**config.mk**
```make
export PLATFORM = sky130hd
export DESIGN_NAME = vsdg_core
export DESIGN_NICKNAME = d
export VERILOG_FILES = /design/src/core/vsdg_pkg.sv /design/src/core/vsdg_core.sv /design/src/core/vsdg_sync.sv
export VERILOG_INCLUDE_DIRS = /design/src /design/src/core
export SDC_FILE = /design/constraint.sdc
export NUM_CORES = 1
export LEC_CHECK = 0
export BUFFER_PORTS_ARGS = -buffer_cell sky130_fd_sc_hd__clkbuf_2
export CORE_UTILIZATION = 25
export CTS_BUF_LIST = sky130_fd_sc_hd__clkbuf_8
export DETAILED_ROUTE_END_ITERATION = 6
export GPL_ROUTABILITY_DRIVEN = 0
export SYNTH_ARGS = -nofsm -noshare
export SYNTH_HDL_FRONTEND = slang
export SYNTH_HIERARCHICAL = 1
export SYNTH_SLANG_ARGS = --single-unit
```
**constraint.sdc**
```tcl
create_clock -name i_sys_clk -period 11.3 [get_ports i_sys_clk]
set_input_delay 0.565 -clock i_sys_clk [delete_from_list [all_inputs] [get_ports i_sys_clk]]
set_output_delay 0.565 -clock i_sys_clk [all_outputs]
set_load 0.05 [all_outputs]
```
**src/core/vsdg_regs.svh**
```systemverilog
// Register offsets, field positions, reset values and timing counts of the drive gating block
`ifndef VSDG_REGS_SVH
`define VSDG_REGS_SVH

// ----------------------------------------------------------------------------
// Register byte offsets
// ----------------------------------------------------------------------------
`define VSDG_ADDR_CTRL      4'h0
`define VSDG_ADDR_ON_TIME   4'h4
`define VSDG_ADDR_STATUS    4'h8
`define VSDG_ADDR_LIMIT     4'hc

// ----------------------------------------------------------------------------
// Control fields and reset values
// ----------------------------------------------------------------------------
`define VSDG_CTRL_EN_BIT    0
`define VSDG_CTRL_PG_BIT    1
`define VSDG_CTRL_HL_BIT    2
`define VSDG_CTRL_W         3
`define VSDG_CTRL_RST       3'h0
`define VSDG_ON_TIME_RST    16'h00fa

// ----------------------------------------------------------------------------
// Timing
// ----------------------------------------------------------------------------
`define VSDG_CLK_NS         20
`define VSDG_DEAD_NS        130
`define VSDG_DEAD_CYC       ((`VSDG_DEAD_NS + `VSDG_CLK_NS - 1) / `VSDG_CLK_NS)

// ----------------------------------------------------------------------------
// Current limit scaling: full scale code stands for 5 V
// ----------------------------------------------------------------------------
`define VSDG_FULL_SCALE     16'hffff
`define VSDG_OS_STEP        16'h0040
`define VSDG_HIGH_LINE      12'h800

`endif

```
**src/core/vsdg_pkg.sv**
```systemverilog
// Types shared by the drive gating block
`default_nettype none
package vsdg_pkg;
  typedef enum logic [6:0] {
    VSDG_IDLE  = 7'b0000001,
    VSDG_ARM   = 7'b0000010,
    VSDG_TRIG  = 7'b0000100,
    VSDG_DUTY  = 7'b0001000,
    VSDG_DEAD  = 7'b0010000,
    VSDG_SWAIT = 7'b0100000,
    VSDG_SYNC  = 7'b1000000
  } vsdg_state_t;
endpackage
`default_nettype wire

```
**src/core/vsdg_core.sv**
```systemverilog
// Valley-synchronous duty and sync drive gating with time-based peak current limit
`include "vsdg_regs.svh"
`default_nettype none

// Notes on behaviour
// [RQ1] Positive half: arm when aux rises over 200 mV, fire when it drops under 100 mV.
// [RQ2] Negative half: arm when aux drops under 100 mV, fire when it rises over 200 mV.
// [RQ3] Valley-started duty pulse drives low side in positive half, high side in negative.
// [RQ4] Sync drive held off for the dead time after every duty falling edge.
// [RQ5] After dead time, sync turns on only if current sense exceeds the arm level.
// [RQ6] Sync stays on until current sense falls below the 50 mV trigger level.
// [RQ7] No duty pulse starts while current sense is above the trigger level.
// [RQ8] Sync pulses allowed only while line sense is above 220 mV; the code checks line sense only at sync turn-on, not during a sync pulse.
// [RQ9] Sync pulses allowed only after power-good output is high.
// [RQ10] Time above overcurrent level is accumulated and subtracted from full scale.
// [RQ11] Line-proportional ramp ends the on-time when it crosses the limit threshold.
// [RQ12] Optional mode cuts the limit threshold by 60 percent at high line.
// [RQ13] All comparator and polarity inputs pass two flip-flops before use.
module vsdg_core #(
  parameter int LINE_W = 12
) (
  // Clock and reset
  input  wire logic              i_sys_clk,
  input  wire logic              i_rst_b,
  // Avalon-MM slave
  input  wire logic [3:0]        i_avs_address,
  input  wire logic              i_avs_read,
  input  wire logic              i_avs_write,
  input  wire logic [31:0]       i_avs_writedata,
  input  wire logic [3:0]        i_avs_byteenable,
  output logic      [31:0]       o_avs_readdata,
  output logic                   o_avs_waitrequest,
  // Comparator and polarity pins
  input  wire logic              i_aux_above_hi,
  input  wire logic              i_aux_above_lo,
  input  wire logic              i_dcs_above_arm,
  input  wire logic              i_dcs_above_trig,
  input  wire logic              i_dcs_above_ovc,
  input  wire logic              i_line_sense_ok,
  input  wire logic              i_line_positive,
  // Line magnitude code from a converter on the core clock
  input  wire logic [LINE_W-1:0] i_line_sense_code,
  // Drives and status
  output logic                   o_low_side_duty_drive,
  output logic                   o_high_side_duty_drive,
  output logic                   o_power_good_out,
  output logic                   o_current_limit_trip
);

  if (LINE_W < 4 || LINE_W > 16) begin : g_bad_line_w
    $error("vsdg_core: LINE_W must lie in 4..16");
  end

  // --------------------------------------------------------------------------
  // Input synchronisation
  // --------------------------------------------------------------------------
  logic [6:0] pins_s;
  logic       aux_hi_s;
  logic       aux_lo_s;
  logic       dcs_arm_s;
  logic       dcs_trig_s;
  logic       dcs_ovc_s;
  logic       line_ok_s;
  logic       pol_s;

  vsdg_sync #(
    .WIDTH (7)
  ) u_sync (  // RQ13
    .i_sys_clk (i_sys_clk),
    .i_rst_b   (i_rst_b),
    .i_async   ({i_aux_above_hi, i_aux_above_lo, i_dcs_above_arm, i_dcs_above_trig,
                 i_dcs_above_ovc, i_line_sense_ok, i_line_positive}),
    .o_sync    (pins_s)
  );

  assign {aux_hi_s, aux_lo_s, dcs_arm_s, dcs_trig_s, dcs_ovc_s, line_ok_s, pol_s} = pins_s;

  // --------------------------------------------------------------------------
  // Register file
  // --------------------------------------------------------------------------
  logic [`VSDG_CTRL_W-1:0] ctrl_q;
  logic [15:0]             on_time_q;
  logic                    req;
  logic                    wr_go;
  logic [31:0]             wmask;
  logic                    enable;
  logic                    pg_q;
  logic                    hl_mode;

  assign req     = i_avs_read | i_avs_write;
  assign wr_go   = i_avs_write & ~o_avs_waitrequest;
  assign wmask   = {{8{i_avs_byteenable[3]}}, {8{i_avs_byteenable[2]}},
                    {8{i_avs_byteenable[1]}}, {8{i_avs_byteenable[0]}}};
  assign enable  = ctrl_q[`VSDG_CTRL_EN_BIT];
  assign pg_q    = ctrl_q[`VSDG_CTRL_PG_BIT];
  assign hl_mode = ctrl_q[`VSDG_CTRL_HL_BIT];

  // One wait cycle per access; the answer comes at the second edge of the request
  always_ff @(posedge i_sys_clk or negedge i_rst_b) begin
    if (!i_rst_b) begin
      o_avs_waitrequest <= 1'b1;
    end else begin
      o_avs_waitrequest <= ~(req & o_avs_waitrequest);
    end
  end

  always_ff @(posedge i_sys_clk or negedge i_rst_b) begin
    if (!i_rst_b) begin
      ctrl_q    <= `VSDG_CTRL_RST;
      on_time_q <= `VSDG_ON_TIME_RST;
    end else if (wr_go) begin
      if (i_avs_address == `VSDG_ADDR_CTRL) begin
        ctrl_q <= (ctrl_q & ~wmask[`VSDG_CTRL_W-1:0])
                | (i_avs_writedata[`VSDG_CTRL_W-1:0] & wmask[`VSDG_CTRL_W-1:0]);
      end
      if (i_avs_address == `VSDG_ADDR_ON_TIME) begin
        on_time_q <= (on_time_q & ~wmask[15:0]) | (i_avs_writedata[15:0] & wmask[15:0]);
      end
    end
  end

  // Power-good is a software-owned level here; it gates the sync drive
  always_ff @(posedge i_sys_clk or negedge i_rst_b) begin
    if (!i_rst_b) begin
      o_power_good_out <= 1'b0;
    end else begin
      o_power_good_out <= pg_q;
    end
  end

  // --------------------------------------------------------------------------
  // Gating state machine
  // --------------------------------------------------------------------------
  vsdg_pkg::vsdg_state_t state_q;
  vsdg_pkg::vsdg_state_t state_d;
  logic                  pol_q;
  logic                  pol_d;
  logic [15:0]           on_cnt_q;
  logic [3:0]            dead_cnt_q;
  logic                  armed;
  logic                  fire;
  logic                  on_done;
  logic                  cl_hit;

  // Same two comparators, roles swapped with line polarity
  assign armed   = pol_s ? aux_hi_s  : ~aux_lo_s;  // RQ1 RQ2
  assign fire    = pol_s ? ~aux_lo_s : aux_hi_s;   // RQ1 RQ2
  assign on_done = (on_cnt_q + 16'h0001) >= on_time_q;

  always_comb begin
    state_d = state_q;
    pol_d   = pol_q;
    if (!enable) begin
      state_d = vsdg_pkg::VSDG_IDLE;
    end else begin
      unique case (state_q)
        vsdg_pkg::VSDG_IDLE: begin
          state_d = vsdg_pkg::VSDG_ARM;
        end
        vsdg_pkg::VSDG_ARM: begin
          if (armed) begin
            state_d = vsdg_pkg::VSDG_TRIG;
          end
        end
        vsdg_pkg::VSDG_TRIG: begin
          if (fire && !dcs_trig_s) begin  // RQ7
            state_d = vsdg_pkg::VSDG_DUTY;
            pol_d   = pol_s;
          end
        end
        vsdg_pkg::VSDG_DUTY: begin
          if (on_done || cl_hit) begin  // RQ11
            state_d = vsdg_pkg::VSDG_DEAD;
          end
        end
        vsdg_pkg::VSDG_DEAD: begin
          if (dead_cnt_q == 4'(`VSDG_DEAD_CYC - 1)) begin  // RQ4
            state_d = vsdg_pkg::VSDG_SWAIT;
          end
        end
        vsdg_pkg::VSDG_SWAIT: begin
          if (!dcs_trig_s) begin  // RQ5
            state_d = vsdg_pkg::VSDG_ARM;
          end else if (dcs_arm_s && line_ok_s && o_power_good_out) begin  // RQ5 RQ8 RQ9
            state_d = vsdg_pkg::VSDG_SYNC;
          end
        end
        vsdg_pkg::VSDG_SYNC: begin
          if (!dcs_trig_s) begin  // RQ6
            state_d = vsdg_pkg::VSDG_ARM;
          end
        end
        default: begin
          state_d = vsdg_pkg::VSDG_IDLE;
        end
      endcase
    end
  end

  always_ff @(posedge i_sys_clk or negedge i_rst_b) begin
    if (!i_rst_b) begin
      state_q <= vsdg_pkg::VSDG_IDLE;
      pol_q   <= 1'b1;
    end else begin
      state_q <= state_d;
      pol_q   <= pol_d;
    end
  end

  always_ff @(posedge i_sys_clk or negedge i_rst_b) begin
    if (!i_rst_b) begin
      on_cnt_q   <= 16'h0000;
      dead_cnt_q <= 4'h0;
    end else begin
      on_cnt_q   <= (state_q == vsdg_pkg::VSDG_DUTY) ? on_cnt_q + 16'h0001 : 16'h0000;
      dead_cnt_q <= (state_q == vsdg_pkg::VSDG_DEAD) ? dead_cnt_q + 4'h1 : 4'h0;
    end
  end

  // Duty and sync sit on opposite switches of the fast leg
  always_ff @(posedge i_sys_clk or negedge i_rst_b) begin
    if (!i_rst_b) begin
      o_low_side_duty_drive  <= 1'b0;
      o_high_side_duty_drive <= 1'b0;
    end else begin
      o_low_side_duty_drive  <= (state_d == vsdg_pkg::VSDG_DUTY && pol_d)
                              || (state_d == vsdg_pkg::VSDG_SYNC && !pol_d);  // RQ3
      o_high_side_duty_drive <= (state_d == vsdg_pkg::VSDG_DUTY && !pol_d)
                              || (state_d == vsdg_pkg::VSDG_SYNC && pol_d);   // RQ3
    end
  end

  // --------------------------------------------------------------------------
  // Time-based peak current limit
  // --------------------------------------------------------------------------
  logic [15:0] os_acc_q;
  logic [15:0] thr_q;
  logic [15:0] thr_raw;
  logic [15:0] thr_eff;
  logic [23:0] ramp_q;
  logic        duty_start;
  logic [24:0] ramp_sum;

  assign duty_start = (state_d == vsdg_pkg::VSDG_DUTY) && (state_q != vsdg_pkg::VSDG_DUTY);
  assign thr_raw    = `VSDG_FULL_SCALE - os_acc_q;  // RQ10
  // Keep 40 percent of the threshold at high line when the option is on
  assign thr_eff    = (hl_mode && (16'(i_line_sense_code) >= 16'(`VSDG_HIGH_LINE)))
                    ? 16'((18'(thr_raw) << 1) / 18'd5) : thr_raw;  // RQ12
  assign cl_hit     = ramp_q >= {thr_q, 8'h00};  // RQ11
  // Saturate so a threshold near full scale is never skipped by wrap-around
  assign ramp_sum   = {1'b0, ramp_q} + 25'(i_line_sense_code);

  // Duration above the overcurrent level during 1-D, saturating
  always_ff @(posedge i_sys_clk or negedge i_rst_b) begin
    if (!i_rst_b) begin
      os_acc_q <= 16'h0000;
    end else if (duty_start) begin
      os_acc_q <= 16'h0000;
    end else if (dcs_ovc_s && state_q != vsdg_pkg::VSDG_DUTY) begin
      os_acc_q <= (os_acc_q > `VSDG_FULL_SCALE - `VSDG_OS_STEP)
                ? `VSDG_FULL_SCALE : os_acc_q + `VSDG_OS_STEP;  // RQ10
    end
  end

  // Threshold from the previous 1-D period is frozen for the whole on-time
  always_ff @(posedge i_sys_clk or negedge i_rst_b) begin
    if (!i_rst_b) begin
      thr_q  <= `VSDG_FULL_SCALE;
      ramp_q <= 24'h000000;
    end else begin
      if (duty_start) begin
        thr_q <= thr_eff;
      end
      ramp_q <= (state_q != vsdg_pkg::VSDG_DUTY) ? 24'h000000
              : (ramp_sum[24] ? 24'hffffff : ramp_sum[23:0]);  // RQ11
    end
  end

  always_ff @(posedge i_sys_clk or negedge i_rst_b) begin
    if (!i_rst_b) begin
      o_current_limit_trip <= 1'b0;
    end else begin
      o_current_limit_trip <= (state_q == vsdg_pkg::VSDG_DUTY) && cl_hit && !on_done;
    end
  end

  // --------------------------------------------------------------------------
  // Read data
  // --------------------------------------------------------------------------
  always_ff @(posedge i_sys_clk or negedge i_rst_b) begin
    if (!i_rst_b) begin
      o_avs_readdata <= 32'h00000000;
    end else if (i_avs_read && o_avs_waitrequest) begin
      unique case (i_avs_address)
        `VSDG_ADDR_CTRL:    o_avs_readdata <= {29'h0, ctrl_q};
        `VSDG_ADDR_ON_TIME: o_avs_readdata <= {16'h0000, on_time_q};
        `VSDG_ADDR_STATUS:  o_avs_readdata <= {16'h0000, 3'h0, line_ok_s, dcs_trig_s,
                                               pol_q, pol_s, state_q, 2'h0};
        `VSDG_ADDR_LIMIT:   o_avs_readdata <= {os_acc_q, thr_q};
        default:            o_avs_readdata <= 32'h00000000;
      endcase
    end
  end

  // --------------------------------------------------------------------------
  // Checks
  // --------------------------------------------------------------------------
  logic duty_on;
  logic sync_on;
  assign duty_on = state_q == vsdg_pkg::VSDG_DUTY;
  assign sync_on = state_q == vsdg_pkg::VSDG_SYNC;

  a_valley_fire: assert property (@(posedge i_sys_clk) disable iff (!i_rst_b)  // RQ1 RQ2
    $rose(duty_on) |-> $past(pol_s ? !aux_lo_s : aux_hi_s))
    else $error("duty pulse started without a valley event");
  a_valley_armed: assert property (@(posedge i_sys_clk) disable iff (!i_rst_b)  // RQ1 RQ2
    (state_q == vsdg_pkg::VSDG_ARM) && enable && !armed |=> state_q != vsdg_pkg::VSDG_TRIG)
    else $error("valley detector armed without arm condition");
  a_drive_side: assert property (@(posedge i_sys_clk) disable iff (!i_rst_b)  // RQ3
    duty_on |-> (o_low_side_duty_drive == pol_q) && (o_high_side_duty_drive == !pol_q))
    else $error("duty pulse on the wrong switch");
  a_dead_time: assert property (@(posedge i_sys_clk) disable iff (!i_rst_b)  // RQ4
    $fell(duty_on) |-> !sync_on [*7])
    else $error("sync drive inside dead time");
  a_sync_gates: assert property (@(posedge i_sys_clk) disable iff (!i_rst_b)  // RQ5 RQ8 RQ9
    $rose(sync_on) |-> $past(dcs_arm_s && line_ok_s && o_power_good_out))
    else $error("sync drive enabled without arm, line or power-good");
  a_sync_release: assert property (@(posedge i_sys_clk) disable iff (!i_rst_b)  // RQ6
    sync_on && !dcs_trig_s |=> !sync_on ##1 !(o_low_side_duty_drive && o_high_side_duty_drive))
    else $error("sync drive kept on below trigger level");
  a_duty_blank: assert property (@(posedge i_sys_clk) disable iff (!i_rst_b)  // RQ7
    $rose(duty_on) |-> $past(!dcs_trig_s))
    else $error("duty pulse started while current flows to the bulk");
  a_limit_stop: assert property (@(posedge i_sys_clk) disable iff (!i_rst_b)  // RQ10 RQ11
    duty_on && (ramp_q >= {thr_q, 8'h00}) |=> !duty_on ##1 !duty_on)
    else $error("on-time not ended at current limit");

endmodule // vsdg_core
`default_nettype wire

```
**src/core/vsdg_sync.sv**
```systemverilog
// Two-stage synchroniser for a vector of asynchronous levels
`default_nettype none
module vsdg_sync #(
  parameter int WIDTH = 1
) (
  input  wire logic             i_sys_clk,
  input  wire logic             i_rst_b,
  input  wire logic [WIDTH-1:0] i_async,
  output logic      [WIDTH-1:0] o_sync
);
  logic [WIDTH-1:0] meta_q;

  if (WIDTH < 1) begin : g_bad_width
    $error("vsdg_sync: WIDTH must be at least 1");
  end

  always_ff @(posedge i_sys_clk or negedge i_rst_b) begin
    if (!i_rst_b) begin
      meta_q <= '0;
      o_sync <= '0;
    end else begin
      meta_q <= i_async;
      o_sync <= meta_q;
    end
  end
endmodule // vsdg_sync
`default_nettype wire

```
* Word-level counts from Yosys, hierarchy flattened *
Index checks and enable logic that the tools add are counted.
Widths: inputs -> output; s select.

cells by class
  $lt $le $gt $ge = 4
  reduce and logical (&&, ||, !) cells = 23
  mux-type cells = 23
  bitwise gates (word level) = 14
  add/subtract/negate cells = 5
  eq/ne operators = 14
  div/mod/pow operators = 1

operators with widths
  cell                    count
  $pmux 32 s4             1
  $mux 16                 5
  $mux 7                  8
  $pmux 7 s7              1
  $mux 24                 2
  $and 16x16->16          2
  $add 24x12->25          1
  $ge 24x24->1            1
  $div 17x3->18 const B   1
  $add 16x1->16 const B   1
  $add 16x7->16 const B   1
  $ge 16x16->1            1
  $gt 16x16->1 const B    1
  $not 16->16             1
  $or 16x16->16           1
  $sub 16x16->16 const A  1
  $eq 7x4->1 const B      2
  $eq 7x7->1 const B      2
  $logic_and 1x1->1       13
  $ge 12x12->1 const B    1
  $eq 4x3->1 const B      2
  $eq 4x4->1 const B      2
  $eq 7x1->1 const B      1
  $eq 7x2->1 const B      1
  18 further kinds        31

word-level totals
  output and inout bits = 37
  flip-flop bits (word level) = 154

* Depth between registers and ports, before layout *
Gate-level depths: netlist of run 1.

  word-level depth = 9
  depth in mapped cells = 49

* By module *
Netlist of run 1, hierarchy kept.

by module, submodules not included
  module     times used  area each (um^2)  cells an instance  seq. area each (um^2)
  vsdg_core  1           11629.9           1414               3284.4
  vsdg_sync  1           350.3             14                 350.3

* Worst setup path after synthesis of run 1 *
OpenSTA, ideal clock, no wires.

  path kind = flip-flop to flip-flop
  start = reg os_acc_q[14]
  end = reg thr_q[0]
  cell stages (with the launch flop) = 45
  arrival time = 9.700 ns
  library setup time = 0.086 ns
  setup slack = 1.514 ns
  cell sequence = dfrtp_1 > buf_2 > and2_1 > inv_1 > ha_1 > buf_2 > nor4_1 > nand3_1 > a21bo_1 > buf_6 > mux2_4 > a32o_2 > o21a_1 > o31ai_1 > nand2_1 > a311oi_2 > or2_4 > nor3_2 > [9 not listed] > o31ai_1 > and4_1 > clkbuf_1 > a31o_2 > or2_2 > ha_1 > inv_1 > a21oi_1 > o311ai_2 > inv_1 > ha_1 > nand2b_1 > or3_1 > a222oi_1 > o211a_1 > o2111ai_1 > a211oi_1 > a21oi_1

on the way
  cells in the longest elaborated chain, start to end = 3

RTL lines
  element                          line              text
  start, declared                  vsdg_core.sv:236  logic [15:0] os_acc_q;
  start signal, assigned           vsdg_core.sv:260  os_acc_q <= (os_acc_q > `VSDG_FULL_SCALE - `VSDG_OS_STEP)
  $sub 16x16->16 (no source line)  --
  $div 17x3->18                    vsdg_core.sv:248  ? 16'((18'(thr_raw) << 1) / 18'd5) : thr_raw;
  $mux 16                          vsdg_core.sv:247  assign thr_eff = (hl_mode && (16'(i_line_sense_code) >= 16'(`VSDG_HIGH_LINE)))
  end signal, assigned             vsdg_core.sv:268  thr_q <= `VSDG_FULL_SCALE;
  end signal, assigned             vsdg_core.sv:272  thr_q <= thr_eff;
  end, declared                    vsdg_core.sv:237  logic [15:0] thr_q;

Every way passes these cells.
A chain may end at the register's enable or synchronous reset.

* Worst setup path in the final report of run 1 *
  start = reg os_acc_q[7]
  end = reg thr_q[0]

Same word-level chain as after synthesis.

==> results of run 1 <==
-- cell usage in the layout, fill, tap and decap left out, types with 25 or more instances in the layout --
| master | instances |
|---|---|
| ha_1 | 55 |
| nand3_1 | 59 |
| dfstp_2 | 25 |
| nand2_1 | 146 |
| o211ai_1 | 25 |
| dfrtp_1 | 119 |
| inv_1 | 73 |
| nor2b_1 | 32 |
| xnor2_1 | 37 |
| a21oi_1 | 89 |
| nand2b_1 | 26 |
| clkbuf_2 | 80 |
| nor2_1 | 93 |
| nor3_1 | 28 |
| buf_4 | 43 |
| o21ai_0 | 107 |
-- Yosys cell counts, drive strengths merged, types with 23 or more instances --
library cell / n
a211oi: 23
a21oi: 95
a31oi: 26
buf: 28
clkbuf: 44
dfrtp: 119
dfstp: 25
ha: 55
inv: 72
nand2: 148
nand2b: 26
nand3: 60
nor2: 99
nor2b: 32
nor3: 34
o211ai: 26
o21ai: 117
xnor2: 38
-- worst reg2reg max path: cells and delay by family (launching register included) --
| kind | cells | cell delay (ps) |
|---|---|---|
| buffers and inverters | 2 | 320 |
| flip-flops | 1 | 540 |
| AND/OR/NAND/NOR | 8 | 2510 |
| adder cells (fa/ha/maj) | 2 | 540 |
| AO/OA/AOI/OAI | 24 | 6650 |
-- per-layer routing --
layer,GRT usage (%),part of all wire [%],vias to the layer above
li1,-,-,5459
met1,20.0,48,5472
met2,22.5,45,378
met3,2.43,5.9,34
met4,3.38,1.3,0
met5,0,0,-
-- cell type report --
class                      count  area [sq um]
clock buffer                  17           234
tap                          607           759
inverter                      75           282
multi-input combinational   1137          7840
sequential                   144          3630
clock inverter                15           143
timing repair buffer         124           734
fill                        4943         33300
-- cells by family after synthesis --
logic type                 count (synthesis)
buffers and inverters                    147
and+or+nand+nor                          525
DFF                                      144
xor gates and xnor gates                  58
muxes                                     23
adders and majority gates                 56
AOI/OAI and AO/OA                        475
-- final timing paths --
kind,slack [ps],startpoint,cells after the start,endpoint
max reg2reg,670,os_acc_q[7],36,thr_q[0]
min in group i_sys_clk,210,i_dcs_above_trig,1,u_sync/meta_q[3]
min reg2reg,360,u_sync/meta_q[2],0,u_sync/o_sync[2]
min,200,i_rst_b,1,u_sync/meta_q[6]
max in group asynchronous,9910,i_rst_b,2,ramp_q[11]
max,670,os_acc_q[7],36,thr_q[0]
-- per-stage QoR --
| step | util (%) | worst slack, ps | cells |
|---|---|---|---|
| floorplan | - | 1510 | 1428 |
| global placement | 28.0 | 517 | 2086 |
| detailed placement | 28.0 | 292 | 2086 |
| CTS | 28.8 | 260 | 2118 |
| global route | 29.0 | -6.12 | 2119 |
| finish | 29.0 | 672 | 2119 |
-- what timing repair did --
item                                    in CTS  in global routing
setup buffers                                0                  1
endpoints found under the setup margin       0                  2
gates resized for setup                      0                 26
endpoints found under the hold margin        0                  0
==> results.yml, run 1 <==
status:
  outcome: "finished with violations"
  violations: "design-rule violations"
placed_design:
  port_buffers: 81
  post_dp_cell_area_sq_um: 13100
  place_hpwl_um: 26300
clocking:
  cts_tree: "built"
  clockBufferDepth: 2
  htree_levels: 4
  cts_inserted_buffers: 17
  hold_buffers: 0
  cts.sink_count: 144
  clk_pin_slew_ps: 90
  root_buffer: "clkbuf_8"
  insertion_delay_ps: 460
timing:
  worst_pin_slew_ps: 1220
  relSlewSlack_pct: 18.1
  fmax_ghz: 0.0941
  finalMaxSlewViolations: 0
  setup_viol: 0
  hold_viol: 0
  fin_crit_sh_pct: 94.1
  hold_ws_ps: 196
  clock_skew_ps: 17.4
  period_needed_ps: 10630
  setup_tns_ps: 0
synthesis:
  synth_edf_count: 0
  synth_area_leaders: "dfrtp_1 (25%), ha_1 (5.7%), dfstp_2 (5.5%), nand2_1 (4.6%), o21ai_0 (4.5%)"
  ys_seq_area_share_pct: 30.3
  async_reset_ff_share_pct: 100
  syn-cell-area_sq_um: 12000
  yosysTopAreaCellShare_pct: 24.9
  synth_top_family_by_area: "compound AO/OA/AOI/OAI gates"
  synth_fp_nets: 1547
  ys_ff_latch: 144
  synthSimpleGateAreaFrac_pct: 23.5
  synth_fa_ha_area_share_pct: 5.91
  synth-compound-area-share_pct: 28.7
  synth_mux_area_share_pct: 2.15
  synth_ff_type: "dfrtp_1"
  synth.distinct_cells: 125
  yosys_warnings: 6
  synth-xor-area-share_pct: 4.30
  syn_inst: 1428
  synth_largest_area_cell: "dfrtp_1"
  syn_avg_cell_area_sq_um: 8.39
floorplan:
  die_area_sq_um: 48800
  io_pins: 100
  placementRows: 79
  die_y_um: 221
  die_w_um: 221
  start_util_pct: 25.5
  core_area_sq_um: 47000
routing:
  avgRoutedWirePerCell_um: 16.5
  drt_iter0_markers: 1243
  routed_wl_um: 35000
  drt_first_pass_iters: 7
  ant_nets: 0
  drc: 14
  vias_per_cell: 5.35
  vias: 11343
layout:
  design_area_sq_um: 13600
  antenna-diode-count: 0
  synthToLayoutAreaGrowth_pct: 13.7
  drive_gt1_share_pct: 18.7
  fin_nets: 1618
critical_path:
  critPathTopFamily: "compound AO/OA/AOI/OAI gates"
  arrival_ps: 11010
  path_class: "register to register"
  cp-start-kind: "register"
  crit_required_ps: 11680
  cpMaxStageDelayCell: "dfrtp_1"
  critPathMaxFanout: 21
  crit_path_end_kind: "register"
  crit_path_max_incr_delay_ps: 540
  critical_path_buf_inv_count: 2
flow_run:
  maxCapViolations: 0
global_routing:
  grt_pass1_vias: 10946
  grt_max_degree: 99
  grt_overflow: 0
  grt_pass1_wl_um: 58000
  track_usage_pct: 14.2
  antenna_found_initial: 0
worst_hold_path:
  hold_class: "primary input to async pin"
Power of run 1 is not shown: default switching activity piles up to over one toggle a cycle in this logic, so the estimate is an artifact.
==> inputs of run 2 (changes only) <==
--- a/config.mk
+++ b/config.mk
@@ -7,6 +7,7 @@
 export NUM_CORES = 1
 export LEC_CHECK = 0
 export BUFFER_PORTS_ARGS = -buffer_cell sky130_fd_sc_hd__clkbuf_2
+export CORE_ASPECT_RATIO = 0.8
 export CORE_UTILIZATION = 25
 export CTS_BUF_LIST = sky130_fd_sc_hd__clkbuf_8
 export DETAILED_ROUTE_END_ITERATION = 6
==> run 2 against run 1 <==
Net effect: first-iteration DRC count is 11% lower; worst hold slack worse by 71 ps; highest routed layer unchanged; register-to-register slack worse by 30 ps; utilization is 0.12 points lower; the flow still finishes with violations (design-rule violations); setup slack worse by 32 ps; fmax is 0.30% lower.
==> results.yml, run 2 (same netlist as run 1, synthesis figures left out) <==
layout:
  drive_gt1_share_pct: 18.0
  fin_nets: 1610
  layout_commonest_cell: "nand2_1"
  final_cells: 2124
  num-fill-cells: 4958
  synthToLayoutAreaGrowth_pct: 13.8
  mostFrequentLayoutCells: "nand2_1 (147), dfrtp_1 (118), o21ai_0 (106), nor2_1 (95), a21oi_1 (91)"
  antenna-diode-count: 0
critical_path:
  critPathLaunch: "os_acc_q[14]"
  r2r_start: "os_acc_q[14]"
  endpoint: "thr_q[0]"
  cp-start-kind: "register"
  reg2reg_depth: 40
  crit_path_end_kind: "register"
  r2r_setup_slack_ps: 640
  r2r-end: "thr_q[0]"
  arrival_ps: 11040
  crit_required_ps: 11680
  path_class: "register to register"
  cpMaxStageDelayCell: "or3_4"
  crit_path_max_incr_delay_ps: 500
  critPathMaxFanout: 21
timing:
  setup_viol: 0
  relSlewSlack_pct: 41.2
  finalMaxSlewViolations: 0
  setup_tns_ps: 0
  fin_ws_ps: 639
  hold_viol: 0
  rsz0062_at_grt: "no"
  clock_skew_ps: 25.1
  fin_crit_sh_pct: 94.3
  period_needed_ps: 10660
  fmax_ghz: 0.0938
  worst_pin_slew_ps: 883
floorplan:
  die_y_um: 198
  die_w_um: 247
  placementRows: 71
  start_util_pct: 25.4
  core_area_sq_um: 47200
  io_pins: 100
  die_area_sq_um: 48800
clocking:
  cts.sink_count: 144
  clockBufferDepth: 2
  insertion_delay_ps: 470
  cts_tree: "built"
  cts_inserted_buffers: 17
  htree_levels: 4
  root_buffer: "clkbuf_8"
  clk_pin_slew_ps: 90
status:
  violations: "design-rule violations"
  outcome: "finished with violations"
routing:
  avgRoutedWirePerCell_um: 16.8
  drt_first_pass_iters: 7
  drc: 27
  vias: 11383
  drt_iter0_markers: 1103
  vias_per_cell: 5.36
  routed_wl_um: 35800
  ant_nets: 0
flow_run:
  maxCapViolations: 0
global_routing:
  grt_overflow: 0
  grt_pass1_vias: 10747
  track_usage_pct: 14.7
  grt_max_degree: 81
  grt_pass1_wl_um: 58200
  antenna_found_initial: 0
placed_design:
  dp_cells: 2091
  pre_cts_slack_ps: 307
  port_buffers: 81
  place_hpwl_um: 27100
worst_hold_path:
  hold_class: "primary input to async pin"
[run 2: changes by cell type in the layout (fill, tap and decap cells not counted), sizes merged]
| cell | before | now |
|---|---|---|
| bufinv | 0 | 1 |
| buf | 44 | 36 |
| clkinv | 7 | 8 |
| clkinvlp | 1 | 2 |
| inv | 82 | 79 |
[run 2: how the worst min path moves through the flow]
stage | startpoint | cells after the start | end | slack, ps
5_1_grt | i_aux_above_hi | 1 | u_sync/meta_q[6] | 150
2_1_floorplan | i_rst_b | 0 | async pin | 270
3_3_place_gp | u_sync/meta_q[3] | 0 | u_sync/o_sync[3] | 340
4_1_cts | i_rst_b | 1 | async pin | 140
6_report | i_rst_b | 1 | o_avs_readdata[11] | 130
3_5_place_dp | u_sync/meta_q[3] | 0 | u_sync/o_sync[3] | 340
[run 2: layer usage]
metal / part of all wire (%) / vias up / global-route usage, %
met1: 49 / 5501 / 21.7
met2: 42 / 412 / 21.7
met4: 1.1 / 0 / 2.83
met5: 0 / - / 0
li1: - / 5438 / -
met3: 7.2 / 32 / 3.00
[run 2: timing repair]
item | 4_1_cts | 5_1_grt
hold buffers | 0 | 0
endpoints found under the setup margin | 0 | 2
setup buffers | 0 | 1
gates resized for setup | 0 | 27
[run 2: critical path: cells and delay by family (launching register included)]
family	cells	cell delay [ps]
AOI/OAI and AO/OA	19	5150
xor gates and xnor gates	1	450
adders and majority gates	3	780
buffers and inverters	4	550
DFF	1	350
muxes	1	310
and+or+nand+nor	12	2980
[run 2: cell type report]
class	count	area, sq um	area share, %
multi-input cells	1137	7860	57.7
flip-flops and latches	144	3640	26.7
well taps	620	776	5.69
repair buffers	116	674	4.95
inverters	75	285	2.09
clock buffers	17	234	1.72
clock inverters	15	166	1.22
[run 2: stage by stage]
| step | hold slack (ps) | util [%] | area, sq um |
|---|---|---|---|
| finish | 125 | 28.9 | 13600 |
| global route | 150 | 28.9 | 13600 |
| CTS | 140 | 28.6 | 13500 |
| detailed placement | 336 | 27.7 | 13100 |
| global placement | 340 | 27.7 | 13100 |
| floorplan | 269 | - | 12000 |
Power of run 2 is left out for the same reason.
==> inputs of run 3 (changes only) <==
==> constraint.sdc (replaced) <==
create_clock -name i_sys_clk -period 13.3 [get_ports i_sys_clk]
set_input_delay 0.665 -clock i_sys_clk [delete_from_list [all_inputs] [get_ports i_sys_clk]]
set_output_delay 0.665 -clock i_sys_clk [all_outputs]
set_load 0.05 [all_outputs]
==> run 3 against run 2 <==
Net effect: the run still ends with design-rule violations left; routed wire length decreased by 1.2%; cell count decreased by 1.1%; via count decreased by 0.53%.
==> results.yml, run 3 (same netlist as run 1, synthesis figures left out) <==
layout:
  fin_nets: 1587
  layout_commonest_cell: "nand2_1"
  drive_gt1_share_pct: 15.6
  antenna-diode-count: 0
  mostFrequentLayoutCells: "nand2_1 (147), dfrtp_1 (118), o21ai_0 (107), nor2_1 (95), a21oi_1 (92)"
  synthToLayoutAreaGrowth_pct: 11.2
floorplan:
  core_area_sq_um: 47200
  placementRows: 71
  die_y_um: 198
  die_area_sq_um: 48800
  die_w_um: 247
  io_pins: 100
  start_util_pct: 25.4
clocking:
  hold_buffers: 0
  post_cts_resized: 0
  clockBufferDepth: 2
  cts_inserted_buffers: 17
  htree_levels: 4
  post_cts_buffers: 0
  root_buffer: "clkbuf_8"
  insertion_delay_ps: 480
  cts.sink_count: 144
  clk_pin_slew_ps: 100
  cts_tree: "built"
timing:
  hold_viol: 0
  period_needed_ps: 12560
  rsz0062_at_grt: "no"
  worst_pin_slew_ps: 911
  setup_tns_ps: 0
  fin_ws_ps: 744
  clock_skew_ps: 29.5
  finalMaxSlewViolations: 0
  fin_crit_sh_pct: 94.4
  setup_viol: 0
  fmax_ghz: 0.0796
  hold_ws_ps: 195
  relSlewSlack_pct: 39.2
critical_path:
  reg2reg_depth: 39
  critPathTopFamily: "compound AO/OA/AOI/OAI gates"
  critPathMaxFanout: 20
  path_class: "register to register"
  crit_path_max_incr_delay_ps: 770
  crit_path_end_kind: "register"
  crit_required_ps: 13700
  cp_common_cell: "inv_1"
  critical_path_buf_inv_count: 4
  path_depth: 39
  cp-start-kind: "register"
  cpMaxStageDelayCell: "dfrtp_1"
  arrival_ps: 12960
routing:
  met3WireLength_um: 2210
  avgRoutedWirePerCell_um: 16.8
  top_layer: "met4"
  drt_iter0_markers: 1125
  drt_first_pass_iters: 7
  ant_nets: 0
  routed_wl_um: 35400
  vias_per_cell: 5.39
  drc: 45
  met2_length_um: 15000
  vias: 11323
  drt-met1-wl_um: 17800
status:
  outcome: "finished with violations"
  violations: "design-rule violations"
global_routing:
  grt_max_degree: 75
  grt_pass1_vias: 10351
  grt_pass1_wl_um: 56300
  antenna_found_initial: 0
  grt_overflow: 0
  track_usage_pct: 14.3
flow_run:
  maxCapViolations: 0
placed_design:
  place_hpwl_um: 26900
  pre_cts_slack_ps: 1120
  port_buffers: 81
worst_hold_path:
  hold_class: "primary input to async pin"
-- run 3: changes by cell type in the layout (fill, tap and decap cells not counted), moves of 2 or more --
cell | before | now
a31oi_4 | 6 | 4
buf_4 | 35 | 12
clkinv_4 | 4 | 2
clkinv_8 | 1 | 4
-- run 3: routing by layer --
metal | global-route usage (%) | vias to the layer above
met3 | 2.36 | 27
met5 | 0 | -
met1 | 21.6 | 5489
met4 | 2.61 | 0
met2 | 21.3 | 398
li1 | - | 5409
-- run 3: worst reg2reg max path: cells and delay by family (launching register included) --
kind	cells	cell delay [ps]
fa+ha+maj	3	980
buf+inv	4	770
flops	1	770
compound gates	18	5540
simple gates	14	4410
-- run 3: final timing paths --
kind / start / to / slack, ps
hold / removal: i_rst_b / o_avs_readdata[5] / 200
setup / recovery: os_acc_q[13] / thr_q[0] / 740
min in group i_sys_clk: i_dcs_above_ovc / u_sync/meta_q[2] / 290
hold reg to reg: u_sync/meta_q[6] / u_sync/o_sync[6] / 360
setup reg to reg: os_acc_q[13] / thr_q[0] / 740
max in group asynchronous: i_rst_b / async pin / 11650
-- run 3: metrics by stage --
stage / instances / util, % / instance area, sq um
floorplan: 1428 / - / 12000
global placement: 2069 / 27.4 / 12900
detailed placement: 2069 / 27.4 / 12900
CTS: 2101 / 28.2 / 13300
global route: 2101 / 28.2 / 13300
finish: 2101 / 28.2 / 13300
-- run 3: layout make-up --
type / count / area [sq um]
multi-input combinational: 1137 / 7730
sequential: 144 / 3640
tap: 620 / 776
clock inverter: 15 / 170
clock buffer: 17 / 234
inverter: 75 / 282
fill: 5012 / 33800
timing repair buffer: 93 / 502
Power of run 3 is left out for the same reason.
